[config.mk]
export PLATFORM = sky130hd
export DESIGN_NAME = dtm_top
export DESIGN_NICKNAME = d
export VERILOG_FILES = /design/src/common/dtm_pkg.sv /design/src/core/dtm_top.sv
export SDC_FILE = /design/constraint.sdc
export NUM_CORES = 1
export LEC_CHECK = 0
export ABC_CLOCK_PERIOD_IN_PS = 2000
export BUFFER_PORTS_ARGS = -buffer_cell sky130_fd_sc_hd__clkbuf_2
export CELL_PAD_IN_SITES_DETAIL_PLACEMENT = 1
export CELL_PAD_IN_SITES_GLOBAL_PLACEMENT = 1
export CORE_MARGIN = 8
export CORE_UTILIZATION = 42
export DETAILED_ROUTE_END_ITERATION = 7
export PLACE_DENSITY_LB_ADDON = 0.1
export SLEW_MARGIN = 10
export SYNTH_ARGS = -nofsm -noshare
export SYNTH_HDL_FRONTEND = slang
export SYNTH_SLANG_ARGS = --single-unit
[constraint.sdc]
create_clock -name aclk -period 2 [get_ports aclk]
set_input_delay 0.1 -clock aclk [delete_from_list [all_inputs] [get_ports aclk]]
set_output_delay 0.1 -clock aclk [all_outputs]
set_load 0.05 [all_outputs]
[src/common/dtm_pkg.sv]
// Constants, register map and types of the die thermal monitor
package dtm_pkg;
    localparam int NWARN = 6;
    localparam int NCMP = 14;
    localparam int NSTAT = 7;
    localparam int IDX_FALL = 6;
    localparam int IDX_TRIP = 12;
    localparam int IDX_REL = 13;
    localparam int STAT_SD = 6;
    localparam int SENSE_SD = 6;
    localparam int SENSE_PWR = 7;
    localparam int BIT_EN = 0;
    localparam int BIT_AON = 1;
    // Clock rate and timings
    localparam int CLK_MHZ = 100;
    localparam int DB_TIME_US = 10;
    localparam int SMP_WINDOW_US = 450;
    // 3.0 ms interval
    localparam int SMP_INTERVAL_US = 3000;
    // Register map, byte addresses
    localparam int AXI_AW = 8;
    localparam logic [7:0] OFF_CTRL = 8'h00;
    localparam logic [7:0] OFF_STATUS = 8'h04;
    localparam logic [7:0] OFF_CLEAR = 8'h08;
    localparam logic [7:0] OFF_IRQ_EN = 8'h0C;
    localparam logic [7:0] OFF_MASK = 8'h10;
    localparam logic [7:0] OFF_SENSE = 8'h14;
    localparam logic CTRL_EN_RST = 1'h1;
    localparam logic CTRL_AON_RST = 1'h0;
    localparam logic [NSTAT-1:0] IRQ_EN_RST = 7'h00;
    localparam logic [NWARN-1:0] MASK_RST = 6'h3F;
    localparam logic [1:0] RESP_OKAY = 2'h0;
    localparam logic [1:0] RESP_SLVERR = 2'h2;
    typedef struct packed {
        logic always_on;
        logic enable;
    } dtm_ctrl_t;
    typedef struct packed {
        logic sd_release;
        logic sd_trip;
        logic [NWARN-1:0] fall;
        logic [NWARN-1:0] rise;
    } dtm_cmp_t;
endpackage

[src/core/dtm_top.sv]
// Die thermal monitor: debounce, flags, duty cycle and AXI4-Lite registers
`timescale 1ns/1ps
// Function
// Interrupts and shutdown come only from the die-centre sensor.
// Six warning levels, each with latched irq, live sense and mask bits.
// A warning level being crossed sets its irq bit.
// A sense bit clears only once the temperature is 5 C below its level.
// Shutdown trips at its level and holds until its hysteresis is passed.
// Every comparator is debounced 10 us in both directions.
// The enable bit written by the host turns the monitor on or off.
// In run, always-on keeps the monitor powered, else it samples.
// Sampling powers the monitor 450 us in every 3.0 ms.
// In standby the monitor only samples while enabled.
// A set irq bit drives the low-active pin only when unmasked.
// Irq bits stay until cleared; sense bits follow the comparators.
module dtm_top
    import dtm_pkg::*;
#(
    parameter int WINDOW_CYC = SMP_WINDOW_US * CLK_MHZ,
    parameter int INTERVAL_CYC = SMP_INTERVAL_US * CLK_MHZ,
    parameter int DEBOUNCE_CYC = DB_TIME_US * CLK_MHZ
) (
    // Clock and reset
    input wire logic aclk,
    input wire logic aresetn,
    // AXI4-Lite write
    input wire logic [AXI_AW-1:0] awaddr,
    input wire logic awvalid,
    output logic awready,
    input wire logic [31:0] wdata,
    input wire logic [3:0] wstrb,
    input wire logic wvalid,
    output logic wready,
    output logic [1:0] bresp,
    output logic bvalid,
    input wire logic bready,
    // AXI4-Lite read
    input wire logic [AXI_AW-1:0] araddr,
    input wire logic arvalid,
    output logic arready,
    output logic [31:0] rdata,
    output logic [1:0] rresp,
    output logic rvalid,
    input wire logic rready,
    // Centre sensor comparators and power state
    input wire dtm_cmp_t cmp_in,
    input wire logic standby,
    // Monitor outputs
    output logic monitor_power,
    output logic thermal_shutdown,
    output logic irq_out_n,
    output logic irq
);
    localparam int SMP_W = $clog2(INTERVAL_CYC + 1);
    localparam int DB_W = $clog2(DEBOUNCE_CYC + 1);
    if (WINDOW_CYC < 1 || WINDOW_CYC >= INTERVAL_CYC || DEBOUNCE_CYC < 2)
    begin : g_bad_param
        $error("dtm_top: window, interval or debounce count unusable");
    end
    dtm_ctrl_t ctrl;
    logic [NSTAT-1:0] status;
    logic [NSTAT-1:0] irq_en;
    logic [NWARN-1:0] mask;
    logic [NWARN-1:0] warn_sense;
    logic [NWARN-1:0] next_sense;
    logic [NSTAT-1:0] set_bits;
    logic [NSTAT-1:0] clr_bits;
    logic [NCMP-1:0] cmp_s1;
    logic [NCMP-1:0] cmp_s2;
    logic [NCMP-1:0] db_state;
    logic [DB_W-1:0] db_cnt [NCMP];
    logic [SMP_W-1:0] smp_cnt;
    logic in_window;
    logic next_power;
    logic next_sd;
    logic aw_hold;
    logic w_hold;
    logic [AXI_AW-1:0] aw_addr_q;
    logic [31:0] w_data_q;
    logic w_strb0_q;
    logic do_wr;
    logic wr_ok;
    // Register read decode
    function automatic logic [32:0] rd_word(input logic [AXI_AW-1:0] a);
        logic [32:0] r;
        r = {1'b1, 32'h0000_0000};
        case ({a[AXI_AW-1:2], 2'b00})
            OFF_CTRL: r = {1'b1, 30'h0, ctrl};
            OFF_STATUS: r = {1'b1, 25'h0, status};
            OFF_CLEAR: r = {1'b1, 32'h0000_0000};
            OFF_IRQ_EN: r = {1'b1, 25'h0, irq_en};
            OFF_MASK: r = {1'b1, 26'h0, mask};
            OFF_SENSE: r = {1'b1, 24'h0, monitor_power, thermal_shutdown,
                            warn_sense};
            default: r = {1'b0, 32'h0000_0000};
        endcase
        return r;
    endfunction

    // Sampling duty cycle
    always_ff @(posedge aclk) begin
        if (!aresetn || !ctrl.enable) begin
            smp_cnt <= '0;
        end else if (smp_cnt == SMP_W'(INTERVAL_CYC - 1)) begin
            smp_cnt <= '0;
        end else begin
            smp_cnt <= smp_cnt + SMP_W'(1);
        end
    end

    always_comb begin
        in_window = smp_cnt < SMP_W'(WINDOW_CYC);
        next_power = ctrl.enable
            && ((ctrl.always_on && !standby) || in_window);
    end

    always_ff @(posedge aclk) begin
        if (!aresetn) begin
            monitor_power <= 1'b0;
        end else begin
            monitor_power <= next_power;
        end
    end

    // Comparator synchroniser, centre sensor only
    always_ff @(posedge aclk) begin
        if (!aresetn) begin
            cmp_s1 <= '0;
            cmp_s2 <= '0;
        end else begin
            cmp_s1 <= cmp_in;
            cmp_s2 <= cmp_s1;
        end
    end

    // Debounce, counts cleared while the monitor is unpowered, state cleared too while disabled
    always_ff @(posedge aclk) begin
        if (!aresetn || !ctrl.enable) begin
            db_state <= '0;
            for (int i = 0; i < NCMP; i++) begin
                db_cnt[i] <= '0;
            end
        end else begin
            for (int i = 0; i < NCMP; i++) begin
                if (!monitor_power || cmp_s2[i] == db_state[i]) begin
                    db_cnt[i] <= '0;
                end else if (db_cnt[i] == DB_W'(DEBOUNCE_CYC - 1)) begin
                    db_state[i] <= cmp_s2[i];
                    db_cnt[i] <= '0;
                end else begin
                    db_cnt[i] <= db_cnt[i] + DB_W'(1);
                end
            end
        end
    end

    // Sense with hysteresis and shutdown latch
    always_comb begin
        for (int i = 0; i < NWARN; i++) begin
            if (db_state[i]) begin
                next_sense[i] = 1'b1;
            end else if (!db_state[IDX_FALL + i]) begin
                next_sense[i] = 1'b0;
            end else begin
                next_sense[i] = warn_sense[i];
            end
        end
        if (db_state[IDX_TRIP]) begin
            next_sd = 1'b1;
        end else if (!db_state[IDX_REL]) begin
            next_sd = 1'b0;
        end else begin
            next_sd = thermal_shutdown;
        end
        set_bits = {next_sd & ~thermal_shutdown,
                    next_sense & ~warn_sense};
    end

    always_ff @(posedge aclk) begin
        if (!aresetn) begin
            warn_sense <= '0;
            thermal_shutdown <= 1'b0;
        end else begin
            warn_sense <= next_sense;
            thermal_shutdown <= next_sd;
        end
    end

    // Sticky status, set wins over clear
    always_ff @(posedge aclk) begin
        if (!aresetn) begin
            status <= '0;
        end else begin
            status <= (status & ~clr_bits) | set_bits;
        end
    end

    always_ff @(posedge aclk) begin
        if (!aresetn) begin
            irq_out_n <= 1'b1;
            irq <= 1'b0;
        end else begin
            irq_out_n <= ~|(status[NWARN-1:0] & ~mask);
            irq <= |(status & irq_en);
        end
    end

    // AXI4-Lite write path
    always_comb begin
        do_wr = aw_hold && w_hold && !bvalid;
        wr_ok = rd_word(aw_addr_q) >> 32 == 33'h1;
        clr_bits = '0;
        if (do_wr && w_strb0_q && {aw_addr_q[AXI_AW-1:2], 2'b00} == OFF_CLEAR)
        begin
            clr_bits = w_data_q[NSTAT-1:0];
        end
    end

    always_ff @(posedge aclk) begin
        if (!aresetn) begin
            awready <= 1'b0;
            wready <= 1'b0;
            aw_hold <= 1'b0;
            w_hold <= 1'b0;
            aw_addr_q <= '0;
            w_data_q <= 32'h0000_0000;
            w_strb0_q <= 1'b0;
            bvalid <= 1'b0;
            bresp <= RESP_OKAY;
        end else begin
            if (awvalid && awready) begin
                awready <= 1'b0;
                aw_hold <= 1'b1;
                aw_addr_q <= awaddr;
            end else if (!aw_hold && !bvalid) begin
                awready <= 1'b1;
            end
            if (wvalid && wready) begin
                wready <= 1'b0;
                w_hold <= 1'b1;
                w_data_q <= wdata;
                w_strb0_q <= wstrb[0];
            end else if (!w_hold && !bvalid) begin
                wready <= 1'b1;
            end
            if (do_wr) begin
                aw_hold <= 1'b0;
                w_hold <= 1'b0;
                bvalid <= 1'b1;
                bresp <= wr_ok ? RESP_OKAY : RESP_SLVERR;
            end else if (bvalid && bready) begin
                bvalid <= 1'b0;
            end
        end
    end

    // Writable registers
    always_ff @(posedge aclk) begin
        if (!aresetn) begin
            ctrl.enable <= CTRL_EN_RST;
            ctrl.always_on <= CTRL_AON_RST;
            irq_en <= IRQ_EN_RST;
            mask <= MASK_RST;
        end else if (do_wr && w_strb0_q) begin
            case ({aw_addr_q[AXI_AW-1:2], 2'b00})
                OFF_CTRL: begin
                    ctrl.enable <= w_data_q[BIT_EN];
                    ctrl.always_on <= w_data_q[BIT_AON];
                end
                OFF_IRQ_EN: irq_en <= w_data_q[NSTAT-1:0];
                OFF_MASK: mask <= w_data_q[NWARN-1:0];
                default: ;
            endcase
        end
    end

    // AXI4-Lite read path
    always_ff @(posedge aclk) begin
        if (!aresetn) begin
            arready <= 1'b0;
            rvalid <= 1'b0;
            rdata <= 32'h0000_0000;
            rresp <= RESP_OKAY;
        end else if (arvalid && arready) begin
            arready <= 1'b0;
            rvalid <= 1'b1;
            rdata <= 32'(rd_word(araddr));
            rresp <= rd_word(araddr) >> 32 == 33'h1 ? RESP_OKAY : RESP_SLVERR;
        end else if (rvalid && rready) begin
            rvalid <= 1'b0;
            arready <= 1'b1;
        end else if (!rvalid) begin
            arready <= 1'b1;
        end
    end
endmodule

Yosys cells after proc, flatten, opt, wreduce, memory -nomap -nowiden. Memory sizes are Yosys's and may differ from the RTL's. Index checks and enable logic that the tools add are counted.

Order comparisons: 1. Bitwise gates (word level): 67. Equal/unequal tests: 40. Mux-type cells: 225. Reduce and logical (&&, ||, !) cells: 65. $add $sub $neg: 15.

Operators by type and width (count): 10-bit 2-to-1 mux (42); 33-bit one-hot mux with 6 select lines (2); 1-bit 2-to-1 mux (176); 10-bit by 1-bit adder with 10-bit output, second input constant (14); 10-bit equality test, second input constant (14); 33-bit 2-to-1 mux (2); 1-bit OR (42); 2-bit AND reduction (17); 6-bit by 2-bit equality test with 1-bit output, second input constant (4); 6-bit by 3-bit equality test with 1-bit output, second input constant (4); 19-bit by 1-bit adder with 19-bit output, second input constant (1); 19-bit equality test, second input constant (1); 19-bit by 16-bit < comparator with 1-bit output, second input constant (1); 1-bit logical OR (16); 1-bit inverter (16); 7-bit bitwise AND (2); 1-bit equality test (14); 1-bit logical AND (13); 6-bit bitwise AND (2); 6-bit by 1-bit equality test with 1-bit output, second input constant (2); 6-bit logical NOT (2); 6-bit inverter (2); 2-bit OR reduction (5); 1-bit logical NOT (8); other kinds (9) (11).

Bits in writable memories: 140. Word-level logic and storage cells: 454. Input bits: 74. Flip-flop bits (word level): 152. Memories kept: 1. Output and inout bits: 45.

Memory list: db_cnt (depth 14, bits a word 10, rd ports 14, clocked after memory_dff 0, wr ports 14, RTL line dtm_top.sv:71) `logic [DB_W-1:0] db_cnt [NCMP];`.

Longest topological paths before layout. Gate-level depths: netlist of the first run.

Depth in word-level cells: 8. Gate-level depth with buffers: 6. Gate-level depth less buffers: 5.

Worst setup path before layout of the first run. No wires, ideal clock.

Kind: reg-to-reg. Start: reg smp_cnt[0]. End: reg smp_cnt[16]. Cell stages (with the launch flop): 6. Period minus slack after synthesis: 1.842 ns. Library setup time: 0.070 ns. Slack: 0.158 ns. Arrival time: 1.772 ns. Path through: dfxtp_1 > ha_1 > nand4_2 > or4_4 > or3_1 > a21oi_1.

Longest elaborated chain between the ends: 2. Elaborated cells between the ends (all ways): 3. Classes of those cells: 1 x add/sub; 1 x eq/ne; 1 x reduce/logical.

RTL lines: start: declaration (RTL line dtm_top.sv:72) `logic [SMP_W-1:0] smp_cnt;`; start signal: assignment (RTL line dtm_top.sv:107) `smp_cnt <= smp_cnt + SMP_W'(1);`; branches (longest 2 deep; another with 19-bit by 1-bit adder with 19-bit output).

Parallel ways; which one is timed is not known. A chain may end at the register's enable or synchronous reset.

==> impl_results.md, run 1 <==
* Synth Cell Area at 0.0122 mm²
* First-pass GRT wire length at 47,000 µm
* Initial antenna violation count at 1
* DRT antenna net count at 0
* Placer Congestion at just under 0.8
* Gr ovfl total at 0
* Core area at 0.0287 mm²
* Site row count at 62
* Die Ht at between 150 and 200 µm
* Internal at 0.00953 W
* CTS Buffer Depth at 3
* TritonCTS clock tree: built
* Clock transition at path regs at 0.06 ns
* Post-synth EDFFs at 140
* RSZ-0062 raised after global routing: false
* Fmax at between 500 and 600 MHz
* Most common library cells after synthesis: nor2_1, edfxtp_1, dfxtp_1, nand2_1, xnor2_1
* Ys Warns at 0
* Maximum vdd drop at 0.673 mV
* Run status: finished clean
* Synth area leader: edfxtp_1
* Wirelength per Cell at 14.9 µm
* Max-slew violations at 0
* Final setup vio count at 0
* Filler cells at 3,288
* DP Area at 0.0135 mm²
* CP startpoint kind: flop
* Post-synth top flop: edfxtp_1
* MaxCap Viol Count at 0
* Yosys cell types at 54
* Combinational power share at 5.9%
* Register area share after synthesis at around 55%
* Switching share of power at between 20% and 30%
* Time the worst path needs with I/O delays and setup at 1.79 ns
* Utilization after layout at 52.2%
* Htree depth at 1
* CP required at 2.29 ns
* Psw at 0.00290 W
* Worst hold path type: primary input to flop
* CTS Buf Count at 31
* Via count at around 9,000
* Most frequent cell after synthesis: nor2_1
* Pleak at 5.73 nW
* Via density at about 4.9
* Post-Route WL at about 28,000 µm
* All-Layer GR Usage at between 10% and 20%
* Setup bufs post-CTS at 0
* Number of I/O pins at 119
* Fraction of registers with async set/reset at 0%
* Clock latency on the worst-skew pair at 0.56 ns
* Sequential Power Share at about half
* Final period utilization at 89.4%
* PwrDens at 830 mW/mm²
* Vias in the first global route at 9,457
* Area Overhead vs Synth at 22.3%
* Final instance area at 0.0150 mm²
* DR iter-0 viols at between 300 and 400
* Die ar. at 0.0349 mm²
* Initial core utilization at 42.7%
* Clock sink count at approximately 260
* Die W at roughly 190 µm
* Worst Clk Skew at around 0.018 ns
* Largest net degree at the start of global routing at 39
* # DRC at 0
* Drt pass-1 iters at 4
* #FFs+latches synth at roughly 260
* Synth area leaders: edfxtp_1, dfxtp_1, nor2_1
* Setup CP Type: flop to flop
* Nets at 1,570
* Setup crit end kind: flop
* Clock power share at 45.5%
* CP arrival at 2.08 ns
* CTS root buf: clkbuf_16
* Setup TNS at 0 ns
* Mean Syn Cell Area at 10.1 µm²
* Post-Synthesis Cells at 1,214
* Number of port buffers at 60
* Final-report hold violation count at 0
* HPWL Detailed at 19,700 µm
* Share of layout cells above drive strength 1 at 10.3%
* Max FO, Critical Path at 10
* Synth top area share at 34.3%
[worst paths after layout]
check,startpoint,endpoint,slack [ns],cells past startpoint
setup reg to reg,db_cnt[1][10]$_SDFFCE_PN0P_,db_cnt[1][18]$_SDFFCE_PN0P_,0.21,5
hold reg to reg,cmp_s1[5]$_SDFF_PN0_,cmp_s2[5]$_SDFF_PN0_,0.43,1
hold / removal,araddr[3],rdata[2]$_SDFFE_PN0P_,0.09,4
setup / recovery,db_cnt[1][10]$_SDFFCE_PN0P_,db_cnt[1][18]$_SDFFCE_PN0P_,0.21,5
[layout make-up]
type / count / area, µm² / share of cell area, %
clock buffer: 37 / 882 / 5.89
tap: 384 / 480 / 3.21
antenna: 1 / 2.50 / 0.0167
sequential: 264 / 6690 / 44.6
multi-input combinational: 1027 / 5750 / 38.4
clock inverter: 21 / 166 / 1.11
inverter: 33 / 124 / 0.827
timing repair buffer: 124 / 881 / 5.88
[cells in the final DEF, fill, tap and decap left out, types with 39 or more instances in the layout]
cell           synthesis  final
a21oi_1               49     49
and2_1                39     39
clkbuf_2               0     60
conb_1                 2    166
dfxtp_1              124    124
dlygate4sd3_1          0     40
edfxtp_1             140    140
nand2_1              105    105
nand3_1               51     50
nor2_1               217    217
nor3_1                43     43
xnor2_1               78     78
xor2_1                59     59
[power by group through the flow]
| stage | Sequential [W] | Clock, W | Combinational, W |
|---|---|---|---|
| 3_5_place_dp | 0.00616 | 0 | 0.000654 |
| 6_report | 0.00605 | 0.00565 | 0.000728 |
| 2_1_floorplan | 0.00615 | 0 | 0.000497 |
| 5_1_grt | 0.00607 | 0.00606 | 0.000808 |
| 3_3_place_gp | 0.00615 | 0 | 0.000645 |
| 4_1_cts | 0.00605 | 0.00584 | 0.000719 |
[state kept, by name (all words and copies together), names as in the netlist, 7 cells and up]
| signal | count |
|---|---|
| cmp_s1 | 14 |
| cmp_s2 | 14 |
| db_cnt | 140 |
| db_state | 14 |
| irq_en | 7 |
| rdata | 8 |
| smp_cnt | 19 |
| status | 7 |
| w_data_q | 7 |
[stage by stage]
| stage | std cells | worst slack [ns] | power, W | hold slack, ns |
|---|---|---|---|---|
| finish | 1891 | 0.211 | 0.0124 | 0.0932 |
| global route | 1891 | 0.0982 | 0.0129 | 0.129 |
| CTS | 1890 | 0.0872 | 0.0126 | 0.0613 |
| detailed placement | 1792 | 0.0875 | 0.00682 | 0.311 |
| global placement | 1792 | 0.133 | 0.00680 | 0.310 |
| floorplan | 1378 | 0.158 | 0.00665 | 0.217 |
[repair_timing]
item                                    in CTS  in global routing
resized for setup                            0                  1
hold endpoints to repair                    37                  0
hold buffers                                40                  0
endpoints found under the setup margin       0                  4
[critical path: stages (launching register included)]
cell	delay (ns)
edfxtp_1	0.37
ha_1	0.25
nand4b_1	0.14
or3_1	0.33
nand3_1	0.31
nor2_1	0.12
[cell families after synthesis]
group,share of synthesized area (%)
xor+xnor,9.80
fa+ha+maj,1.53
other cells,0.0613
buf+inv,3.48
flops,54.6
mux,3.13
simple gates,22.2
compound gates,5.20
[metal layers]
layer,part of all wire (%),wire [µm],vias to the layer above,global-route usage [%]
li1,-,-,4596,-
met1,46,13100,4435,20.6
met2,47,13300,126,27.1
met3,3.3,932,52,2.48
met4,2.8,778,0,4.61
met5,0,0,-,0
(Power assumes the default switching activity.)
==> run 2, diff against run 1 <==
Settings changed: ABC_CLOCK_PERIOD_IN_PS 2000 to 1820, CORE_UTILIZATION 42 to 47.
Clock period 2 ns to 1.82 ns, I/O delays scaled along.
==> run 2 against run 1 <==
Against the previous run: core utilization increased by 5.8 points; die area decreased by 9.8%; combinational power increased by 15%; hold slack improved by 0.018 ns; sequential power increased by 9.9%; count of clock-buffer cells in the layout increased by 15; maximum frequency increased by 4.9%; non-clock buffer count increased by 17; sequential share of layout area about the same; clock skew decreased by 0.0065 ns; register-to-register slack got worse by 0.097 ns.
==> impl_results.md, run 2 (synthesized netlist as in run 1, its figures left out) <==
* HPWL Detailed at 20,200 µm (+2.5%)
* Fmax at 586 MHz (+4.9%)
* Place WS at -0.0334 ns (-0.121 ns)
* Die W at 177 µm (-5.0%)
* Clock transition at path regs at 0.06 ns (about the same)
* CP arrival at 2.19 ns (+0.11 ns)
* Via density at 5.02 (+3.1%)
* Commonest non-fill, non-tap cells in the layout: nor2_1, conb_1, edfxtp_1
* Run status: finished clean
* Placed insts at 1,757 (-2.0%)
* All-Layer GR Usage at 18.6% (+2.7 points)
* Final setup vio count at 0 (unchanged)
* Post-Route WL at 29,200 µm (+3.9%)
* Max-slew violations at 0 (unchanged)
* TritonCTS clock tree: built
* Placer Congestion at 0.795 (+2.5%)
* Drt pass-1 iters at 5 (+1)
* Vias in the first global route at 9,818 (+3.8%)
* Filler cells at 2,963 (-9.9%)
* Worst hold path type: primary input to flop
* Hold Worst Slack at 0.111 ns (+0.0182 ns)
* Max FO, Critical Path at 5 (-5)
* Initial antenna violation count at 0 (-1)
* Setup CP Type: flop to flop
* Maximum vdd drop at 0.734 mV (+9.1%)
* GR Util met3 at 2.49% (+0.0099 points)
* Final setup margin at 0.114 ns (-0.0972 ns)
* Clock sink count at 264 (unchanged)
* Max incr delay on CP at 0.47 ns (+0.10 ns)
* Layout Cells excl Fill at 1,857 (-1.8%)
* Setup crit end kind: flop
* Number of I/O pins at 119 (unchanged)
* GR peak layer: met2
* CTS Buf Count at 30 (-3.2%)
* Htree depth at 1 (unchanged)
* Site row count at 59 (-4.8%)
* M1 GR Usage at 23.7% (+3.2 points)
* Final-report hold violation count at 0 (unchanged)
* CP required at 2.30 ns (about the same)
* Most common cell after layout, fill and taps aside: nor2_1
* Die ar. at 0.0315 mm² (-9.8%)
* PwrDens at 879 mW/mm² (+5.9%)
* GR met2 Demand/Resource at 32.7% (+5.6 points)
* Largest register by flop count: db_cnt
* RSZ-0062 raised after global routing: false
* Leading registers by flop count: db_cnt (140), smp_cnt (19)
* CTS Buffer Depth at 3 (unchanged)
* Sequential Area at 0.00669 mm² (about the same)
* R2r worst-path depth at 5 (unchanged)
* Via count at 9,325 (+1.3%)
* CTS root buf: clkbuf_16
* DR iter-0 viols at 470 (+38%)
* Hold depth at 3 (-1)
* Time the worst path needs with I/O delays and setup at 1.71 ns (-0.0828 ns)
* Core area at 0.0258 mm² (-10%)
* CP startpoint kind: flop
* Clock latency on the worst-skew pair at 0.55 ns (about the same)
* DRT antenna net count at 0 (unchanged)
* Share of layout cells above drive strength 1 at 10.8% (+0.49 points)
* Largest register FFs at 140 (unchanged)
* Largest net degree at the start of global routing at 27 (-31%)
* Wirelength per Cell at 15.7 µm (+5.8%)
* Number of port buffers at 60 (unchanged)
* # DRC at 0 (unchanged)
* Initial core utilization at 47.4% (+4.7 points)
* Nets at 1,586 (+1.0%)
* Worst path cell trace: ha_2 > nand4_2 > or4_4 > or3_1 > a21oi_1
* Die Ht at 177 µm (-5.0%)
* Pleak at 5.77 nW (+0.55%)
* Final period utilization at 93.7% (+4.3 points)
* First-pass GRT wire length at 48,400 µm (+3.0%)
* Gr ovfl total at 0 (unchanged)
* Area Overhead vs Synth at 22.4% (about the same)
* Worst Clk Skew at 0.0112 ns (-0.00649 ns)
* MaxCap Viol Count at 0 (unchanged)
* Area taken by multi-input logic gates at 0.00578 mm² (+0.41%)
* CP max stage cell: or4_4
## run 2: worst paths after layout
kind,start,to,slack [ns]
setup / recovery,smp_cnt[1]$_SDFF_PP0_,smp_cnt[16]$_SDFF_PP0_,0.11
hold / removal,araddr[4],rdata[7]$_SDFFE_PN0P_,0.11
hold reg to reg,cmp_s1[11]$_SDFF_PN0_,cmp_s2[11]$_SDFF_PN0_,0.43
setup reg to reg,smp_cnt[1]$_SDFF_PP0_,smp_cnt[16]$_SDFF_PP0_,0.11
## run 2: what timing repair did
action                                  CTS  global route
hold buffers                             42             0
endpoints found under the hold margin    40             0
gates cloned                              0             1
setup buffers                             0             0
endpoints found under the setup margin    2            36
resized for setup                         0             7
pin swaps                                 1             1
## run 2: metal layers
layer	up-vias	wire length [µm]
li1	4624	-
met1	4543	13300
met2	114	14500
met3	44	854
met4	0	584
met5	-	0
## run 2: report_power, final
part	internal (W)	leakage [nW]	total, W	switching (W)
sequential	0.00646	2.45	0.00665	0.000194
combinational	0.000301	2.85	0.000836	0.000535
clock	0.00337	0.459	0.00568	0.00231
## run 2: area by class of cell
type | count | area share [%]
Tap cell | 335 | 2.80
Sequential cell | 264 | 44.6
Inverter | 33 | 0.827
Antenna cell | 1 | 0.0167
Timing Repair Buffer | 141 | 6.93
Clock inverter | 4 | 0.134
Clock buffer | 52 | 6.10
Multi-Input combinational cell | 1027 | 38.6
## run 2: worst max-delay path: cells and delay by family, from the launching register on
kind            cells  cell delay (ns)
flops               1             0.34
simple gates        3             0.97
compound gates      1             0.14
fa+ha+maj           1             0.20
## run 2: per-stage QoR
step | total power, W | util (%) | instance area, µm² | setup TNS, ns
floorplan | 0.00730 | - | 12900 | 0
global placement | 0.00748 | 52.6 | 13600 | 0
detailed placement | 0.00751 | 52.6 | 13600 | -0.0557
CTS | 0.0133 | 57.9 | 14900 | 0
global route | 0.0137 | 58.0 | 15000 | 0
finish | 0.0132 | 58.0 | 15000 | 0
